File: config.mk
export PLATFORM = sky130hd
export DESIGN_NAME = sofm_top
export DESIGN_NICKNAME = d
export VERILOG_FILES = /design/src/verilog/sofm_pkg.sv /design/src/verilog/sofm_chan_if.sv /design/src/verilog/sofm_chan.sv /design/src/verilog/sofm_top.sv
export SDC_FILE = /design/constraint.sdc
export NUM_CORES = 1
export LEC_CHECK = 0
export BUFFER_PORTS_ARGS = -buffer_cell sky130_fd_sc_hd__buf_4
export CORE_ASPECT_RATIO = 1.4
export CORE_MARGIN = 4
export CORE_UTILIZATION = 53
export CTS_CLUSTER_DIAMETER = 150
export DETAILED_ROUTE_END_ITERATION = 7
export GPL_TIMING_DRIVEN = 0
export PLACE_DENSITY = 0.86
export RECOVER_POWER = 25
export SYNTH_ARGS = -nofsm -noshare
export SYNTH_HDL_FRONTEND = slang
export SYNTH_SLANG_ARGS = --single-unit
File: constraint.sdc
create_clock -name core_clk -period 2 [get_ports core_clk]
set_input_delay 0.2 -clock core_clk [delete_from_list [all_inputs] [get_ports core_clk]]
set_output_delay 0.2 -clock core_clk [all_outputs]
set_load 0.1 [all_outputs]
File: src/verilog/sofm_pkg.sv
//------------------------------------------------------------
// constants for the safety output field monitor
//------------------------------------------------------------
package sofm_pkg;
    localparam int unsigned DELAY_W = 8;
    localparam logic [DELAY_W-1:0] RESTART_DELAY_DEF = 8'h00;
    localparam int unsigned BLINK_DIV = 5000000;
    localparam int unsigned BLINK_W = 23;
    localparam logic [BLINK_W-1:0] BLINK_LAST = 23'h4c4b3f;
    localparam logic [BLINK_W-1:0] BLINK_ZERO = 23'h000000;
    localparam logic [DELAY_W-1:0] DELAY_ZERO = 8'h00;
    localparam logic [DELAY_W-1:0] DELAY_ONE = 8'h01;

    typedef enum logic [2:0] {
        ST_WAIT = 3'b001,
        ST_SEEN = 3'b010,
        ST_RUN = 3'b100
    } sofm_state_t;
endpackage : sofm_pkg

File: src/verilog/sofm_chan_if.sv
//------------------------------------------------------------
// per-channel link between top and channel logic
//------------------------------------------------------------
interface sofm_chan_if;
    import sofm_pkg::*;
    logic run;
    logic prot;
    logic warn;
    logic cycle_tick;
    logic [DELAY_W-1:0] delay;
    logic closed;
    logic signal_on;
    modport top (output run, prot, warn, cycle_tick, delay,
                 input closed, signal_on);
    modport chan (input run, prot, warn, cycle_tick, delay,
                  output closed, signal_on);
endinterface : sofm_chan_if

File: src/verilog/sofm_chan.sv
//------------------------------------------------------------
// one sensor channel: safe output pair and signal output
//------------------------------------------------------------
module sofm_chan
(
    input wire logic core_clk,
    input wire logic srst,
    sofm_chan_if.chan ch
);
    import sofm_pkg::*;

    logic closed_q, closed_d;
    logic sig_q, sig_d;
    logic [DELAY_W-1:0] cnt_q, cnt_d;

    // protection intrusion opens at once; reclose waits the delay
    always_comb
    begin
        closed_d = closed_q;
        cnt_d = cnt_q;
        // warning zones count only once running; the test shows protection
        sig_d = ch.prot | (ch.run & ch.warn);
        if (!ch.run)
        begin
            closed_d = 1'b0;
            cnt_d = DELAY_ZERO;
        end
        else if (ch.prot)
        begin
            closed_d = 1'b0;
            cnt_d = DELAY_ZERO;
        end
        else if (!closed_q)
        begin
            // delay counts measurement cycles, zero recloses at once
            if (cnt_q >= ch.delay)
                closed_d = 1'b1;
            else if (ch.cycle_tick)
                cnt_d = cnt_q + DELAY_ONE;
        end
    end

    always_ff @(posedge core_clk)
    begin
        if (srst)
        begin
            closed_q <= 1'b0;
            sig_q <= 1'b0;
            cnt_q <= DELAY_ZERO;
        end
        else
        begin
            closed_q <= closed_d;
            sig_q <= sig_d;
            cnt_q <= cnt_d;
        end
    end

    assign ch.closed = closed_q;
    assign ch.signal_on = sig_q;
endmodule : sofm_chan

File: src/verilog/sofm_top.sv
//------------------------------------------------------------
// decision logic of the two-channel field monitor
//------------------------------------------------------------
module sofm_top
#(
    parameter logic [sofm_pkg::DELAY_W-1:0] RESTART_DELAY =
        sofm_pkg::RESTART_DELAY_DEF,
    parameter logic [sofm_pkg::BLINK_W-1:0] BLINK_END =
        sofm_pkg::BLINK_LAST
)
(
    input wire logic core_clk,
    input wire logic srst,
    input wire logic cycle_tick,
    input wire logic skip_start_test,
    input wire logic [sofm_pkg::DELAY_W-1:0] restart_delay,
    input wire logic prot_zone_1,
    input wire logic warn_zone_1,
    input wire logic prot_zone_2,
    input wire logic warn_zone_2,
    output logic safe_out_ch1_a,
    output logic safe_out_ch1_b,
    output logic safe_out_ch2_a,
    output logic safe_out_ch2_b,
    output logic led_ch1_green,
    output logic led_ch2_green,
    output logic signal_out_1,
    output logic signal_out_2,
    output logic led_power
);
    import sofm_pkg::*;

    //--------------------------------------------------------
    // local state
    //--------------------------------------------------------
    // interlock state, one-hot
    sofm_state_t state_q, state_d;
    // blink divider count and lamp level
    logic [BLINK_W-1:0] blink_q, blink_d;
    logic blink_lvl_q, blink_lvl_d;
    logic blink_wrap;
    // registered power lamp
    logic power_q, power_d;
    // restart delay as the channels apply it
    logic [DELAY_W-1:0] delay_q, delay_d;
    // decoded interlock conditions
    logic any_prot;
    logic run;

    // per-channel carriers
    sofm_chan_if ch1 ();
    sofm_chan_if ch2 ();

    // either sensor may carry the test object
    assign any_prot = prot_zone_1 | prot_zone_2;
    // only the run state lets the channels close
    assign run = (state_q == ST_RUN);

    //--------------------------------------------------------
    // start interlock
    //--------------------------------------------------------
    // test passes when object seen, then zones clear again
    always_comb
    begin
        state_d = state_q;
        case (state_q)
            ST_WAIT:
            begin
                // a stored setting may waive the test entirely
                if (skip_start_test)
                    state_d = ST_RUN;
                else if (any_prot)
                    state_d = ST_SEEN;
            end
            ST_SEEN:
            begin
                // release only once the zones are empty again
                if (!any_prot)
                    state_d = ST_RUN;
            end
            ST_RUN: state_d = ST_RUN;
            // any stray code falls back to the safe wait state
            default: state_d = ST_WAIT;
        endcase
    end

    // only reset leaves run; no zone event reopens the interlock
    always_ff @(posedge core_clk)
    begin
        if (srst)
        begin
            state_q <= ST_WAIT;
        end
        else
        begin
            state_q <= state_d;
        end
    end

    //--------------------------------------------------------
    // blink divider
    //--------------------------------------------------------
    // one-cycle wrap enable toggles the lamp level
    assign blink_wrap = (blink_q >= BLINK_END);

    always_comb
    begin
        blink_d = blink_q + {{(BLINK_W-1){1'b0}}, 1'b1};
        blink_lvl_d = blink_lvl_q;
        // wrap restarts the count and flips the level
        if (blink_wrap)
        begin
            blink_d = BLINK_ZERO;
            blink_lvl_d = ~blink_lvl_q;
        end
    end

    // divider runs freely; only the wait state shows its level
    always_ff @(posedge core_clk)
    begin
        if (srst)
        begin
            blink_q <= BLINK_ZERO;
            blink_lvl_q <= 1'b0;
        end
        else
        begin
            blink_q <= blink_d;
            blink_lvl_q <= blink_lvl_d;
        end
    end

    //--------------------------------------------------------
    // power lamp
    //--------------------------------------------------------
    // blinking while waiting, steady once the object is seen
    always_comb
    begin
        case (state_q)
            ST_WAIT: power_d = blink_lvl_q;
            ST_SEEN: power_d = 1'b1;
            ST_RUN: power_d = 1'b1;
            // stray codes leave the lamp dark
            default: power_d = 1'b0;
        endcase
    end

    // lamp is dark during reset
    always_ff @(posedge core_clk)
    begin
        if (srst)
        begin
            power_q <= 1'b0;
        end
        else
        begin
            power_q <= power_d;
        end
    end

    //--------------------------------------------------------
    // restart delay setting
    //--------------------------------------------------------
    // registered copy keeps the setting lines off the reclose
    // compare; a change takes effect one cycle later
    always_comb
    begin
        // no qualification: the setting is a plain level
        delay_d = restart_delay;
    end

    // reset applies the default delay until the first edge
    always_ff @(posedge core_clk)
    begin
        if (srst)
        begin
            delay_q <= RESTART_DELAY;
        end
        else
        begin
            delay_q <= delay_d;
        end
    end

    //--------------------------------------------------------
    // channels
    //--------------------------------------------------------
    // both channels share the interlock and restart delay
    // channel 1 wiring
    assign ch1.run = run;
    assign ch1.prot = prot_zone_1;
    assign ch1.warn = warn_zone_1;
    assign ch1.cycle_tick = cycle_tick;
    assign ch1.delay = delay_q;

    // channel 2 wiring
    assign ch2.run = run;
    assign ch2.prot = prot_zone_2;
    assign ch2.warn = warn_zone_2;
    assign ch2.cycle_tick = cycle_tick;
    assign ch2.delay = delay_q;

    // sensor 1 channel
    sofm_chan u_ch1 (.core_clk(core_clk), .srst(srst), .ch(ch1.chan));
    // sensor 2 channel
    sofm_chan u_ch2 (.core_clk(core_clk), .srst(srst), .ch(ch2.chan));

    //--------------------------------------------------------
    // outputs
    //--------------------------------------------------------
    // one flop per channel drives both outputs and the lamp
    assign safe_out_ch1_a = ch1.closed;
    assign safe_out_ch1_b = ch1.closed;
    assign safe_out_ch2_a = ch2.closed;
    assign safe_out_ch2_b = ch2.closed;
    assign led_ch1_green = ch1.closed;
    assign led_ch2_green = ch2.closed;

    // signal flops sit in the channels, in step with the outputs
    assign signal_out_1 = ch1.signal_on;
    assign signal_out_2 = ch2.signal_on;
    assign led_power = power_q;
endmodule : sofm_top

==> flow_summary.json <==
{
  "p_per_area_nw_per_um2": 608,
  "start_util_pct": 54.5,
  "drc": 0,
  "coreArea_um2": 5200,
  "crit_start": "ch1.delay[6]",
  "finalCriticalPeriod_ns": 1.97,
  "ys.flop_type": "dfxtp_1",
  "ys_types": 47,
  "syn_avg_cell_area_um2": 8.59,
  "synth_top_family_by_area": "simple AND/OR/NAND/NOR gates",
  "clkSinkCount": 56,
  "num_vias": 2518,
  "crit_family": "simple AND/OR/NAND/NOR gates",
  "synthAdderAreaFrac_pct": 8.39,
  "arrival_ns": 2.21,
  "htreeDepth": 2,
  "fmax_mhz": 507,
  "instances_no_fill": 432,
  "finalHoldViolCount": 0,
  "cts_tree": "done",
  "synthCells": 330,
  "grt_pass1_wl_um": 10100,
  "ys_async_sr_fraction_pct": 0,
  "cp_num_buf_inv": 2,
  "antenna_found_initial": 0,
  "synth_xor_area_share_pct": 6.80,
  "clock_path_buffers": 2,
  "root_buffer": "clkbuf_8",
  "slew_viol_final": 0,
  "grt_overflow_total": 0,
  "relSlewSlack_pct": 23.0,
  "syn_area_um2": 2830,
  "synth-simple-area-share_pct": 25.1,
  "rr_endpoint": "u_ch1.cnt_q[6]",
  "r2r_slack_ns": 0.03,
  "yosys_register_bits": 56,
  "synth.area.mux_share_pct": 1.06,
  "die_area_um2": 6600,
  "synth.top_cell.area_share_pct": 39.6,
  "antenna_left": 0,
  "critPathKind": "flop to flop",
  "cp.required_ns": 2.24,
  "crit_path_end": "u_ch1.cnt_q[6]",
  "reg2reg_from": "ch1.delay[6]",
  "path_max_fanout": 5,
  "max-vdd-ir-drop_v": 0.000384,
  "worst_pin_slew_ns": 1.16,
  "grt_max_degree": 16,
  "via_per_inst": 5.83,
  "insertion_delay_ns": 0.30,
  "dpl.hpwl_um": 4310,
  "die_w_um": 69.8,
  "cts_buffers": 5,
  "layout.nets": 402,
  "rsz0062_at_grt": "yes",
  "cp.depth": 8,
  "power_leakage_nw": 1.31,
  "cp_slowest_cell": "or4_4",
  "portBuffers": 23,
  "syn_nets": 365,
  "fill_cells": 412,
  "min_period_over_period_pct": 98.7,
  "cpPeakStageDelay_ns": 0.48,
  "worstPathCellList": "inv_1 -> ha_2 -> a211oi_2 -> nand2_1 -> or2_4 -> buf_6 -> or4_4 -> a21oi_2",
  "routabilityCongestion": 0.893,
  "drt_iter0_markers": 196,
  "antenna_cells": 0,
  "place_inst": 419,
  "track_usage_pct": 18.7,
  "fp.dieH_um": 94.5,
  "syn2layout_area_growth_pct": 19.9,
  "ioPinCount": 25,
  "cap_violations": 0,
  "cts_hold_buf": 0,
  "finalSetupViolCount": 0,
  "endpoint_kind": "flop",
  "layout-drive-gt1-share_pct": 24.9,
  "status": "finished, final reports clean",
  "synth_compound_area_share_pct": 13.6,
  "yosysWarnings": 0,
  "fin_worst_skew_ns": 0.0100,
  "synth_top_area_cell": "dfxtp_1",
  "grt_pass1_vias": 2421,
  "routedWlPerCell_um": 14.7,
  "num_rows": 31,
  "totalWireLength_um": 6370,
  "synth_area_leaders": "dfxtp_1 (40%), ha_1 (8.4%), nor2_1 (6.1%)",
  "clkSlewWorstSetupHoldPaths_ns": 0.10,
  "synth-edff-count": 0,
  "yosysSeqAreaShare_pct": 39.6,
  "hold_class": "primary input to flop",
  "fin_setup_tns_ns": 0,
  "startpoint_type": "flop",
  "drtPass1Iterations": 5,
  "ff2ff_path_depth": 8
}
worst register-to-register path, delay by kind of cell, from the launching register on:
kind                       cells  cell delay, ns
buffers and inverters          2            0.19
DFF                            1            0.32
AOI/OAI and AO/OA              2            0.33
adders and majority gates      1            0.19
and+or+nand+nor                3            0.88
power by group:
part	internal, mW	switching [mW]
clock network	0.360	0.330
logic	0.0901	0.128
registers	1.14	0.0211
worst min path at each step:
| stage | cells past startpoint | slack (ns) | end | from |
|---|---|---|---|---|
| floorplan | 2 | 0.32 | u_ch1.ch.signal_on | prot_zone_1 |
| detailed placement | 2 | 0.42 | ch1.delay[4] | restart_delay[4] |
| global placement | 2 | 0.42 | ch1.delay[6] | restart_delay[6] |
| finish | 3 | 0.12 | u_ch1.ch.signal_on | warn_zone_1 |
| CTS | 2 | 0.11 | ch1.delay[5] | restart_delay[5] |
| global route | 2 | 0.13 | ch1.delay[4] | restart_delay[4] |
state kept, by name (all words and copies together), names as in the netlist, 3 cells and up:
name,count
ch1.delay,8
u_ch2.cnt_q,8
u_ch1.cnt_q,8
blink_q,23
state_q,3
cells by family after synthesis:
family / after synthesis
flip-flops: 56
AO/OA/AOI/OAI: 54
adder cells (fa/ha/maj): 19
AND/OR/NAND/NOR: 143
buffers and inverters: 33
XOR/XNOR: 22
multiplexers: 3
per-layer routing:
metal	routed length, um	part of all wire, %	up-vias	global-route usage [%]
li1	-	-	1231	-
met3	292	4.6	17	3.19
met5	0	0	-	0
met4	157	2.5	0	9.58
met2	3510	55	82	35.9
met1	2400	38	1188	19.3
timing repair:
item,in CTS,in global routing
gates cloned,0,2
resized for setup,13,35
endpoints found under the setup margin,13,19
pin swaps,3,10
buffers inserted,2,3
cell usage after synthesis (2+ instances only):
cell type	count
nand2_1	22
nor2_1	46
mux2i_1	3
nor3_1	7
nor4_1	3
a31o_2	3
a41o_1	2
nand2b_1	3
a211o_1	2
or4_1	5
a211oi_1	2
xnor2_1	8
and3_1	6
o31ai_1	4
buf_4	4
nor2b_1	10
nand4_1	13
buf_6	2
clkbuf_1	5
dfxtp_1	56
nand3_1	16
o21ai_0	9
a21oi_1	23
or3_1	3
ha_1	19
inv_1	19
xor2_1	14
buf_2	2
metrics by stage:
stage | setup slack [ns] | cell area [um^2] | power [mW] | utilization (%) | hold WS [ns]
global placement | -0.186 | 3090 | 1.37 | 59.5 | 0.418
finish | 0.0260 | 3400 | 2.07 | 65.4 | 0.121
CTS | 0.00512 | 3240 | 2.07 | 62.3 | 0.109
detailed placement | -0.233 | 3090 | 1.38 | 59.5 | 0.424
global route | -0.0687 | 3400 | 2.15 | 65.4 | 0.127
floorplan | -0.0203 | 2840 | 1.32 | - | 0.317
cells in the final DEF, fill, tap and decap left out, drive strengths merged:
cell type   n
a2111oi     2
a211o       2
a211oi      3
a21oi      23
a311o       1
a31o        3
a41o        2
a41oi       1
and2        1
and3        7
buf        35
bufinv      1
clkbuf     14
dfxtp      56
ha         19
inv        19
mux2i       3
nand2      23
nand2b      3
nand3      16
nand4      13
nand4b      1
nor2       47
nor2b      10
nor3        7
nor3b       1
nor4        3
o211ai      1
o21ai      10
o311a       1
o31a        1
o31ai       4
or2         1
or3         4
or3b        1
or4         5
xnor2       8
xor2       14
area by class of cell:
cell class / count / area [um^2] / area share, %
multi-input combinational: 241 / 1700 / 49.9
sequential: 56 / 1140 / 33.5
timing repair buffer: 30 / 209 / 6.15
buffer: 14 / 101 / 2.98
tap: 66 / 82.6 / 2.43
inverter: 19 / 73.8 / 2.17
clock buffer: 5 / 68.8 / 2.03
clock inverter: 1 / 30.0 / 0.884
No activity file was read; power rests on OpenSTA's default activity.
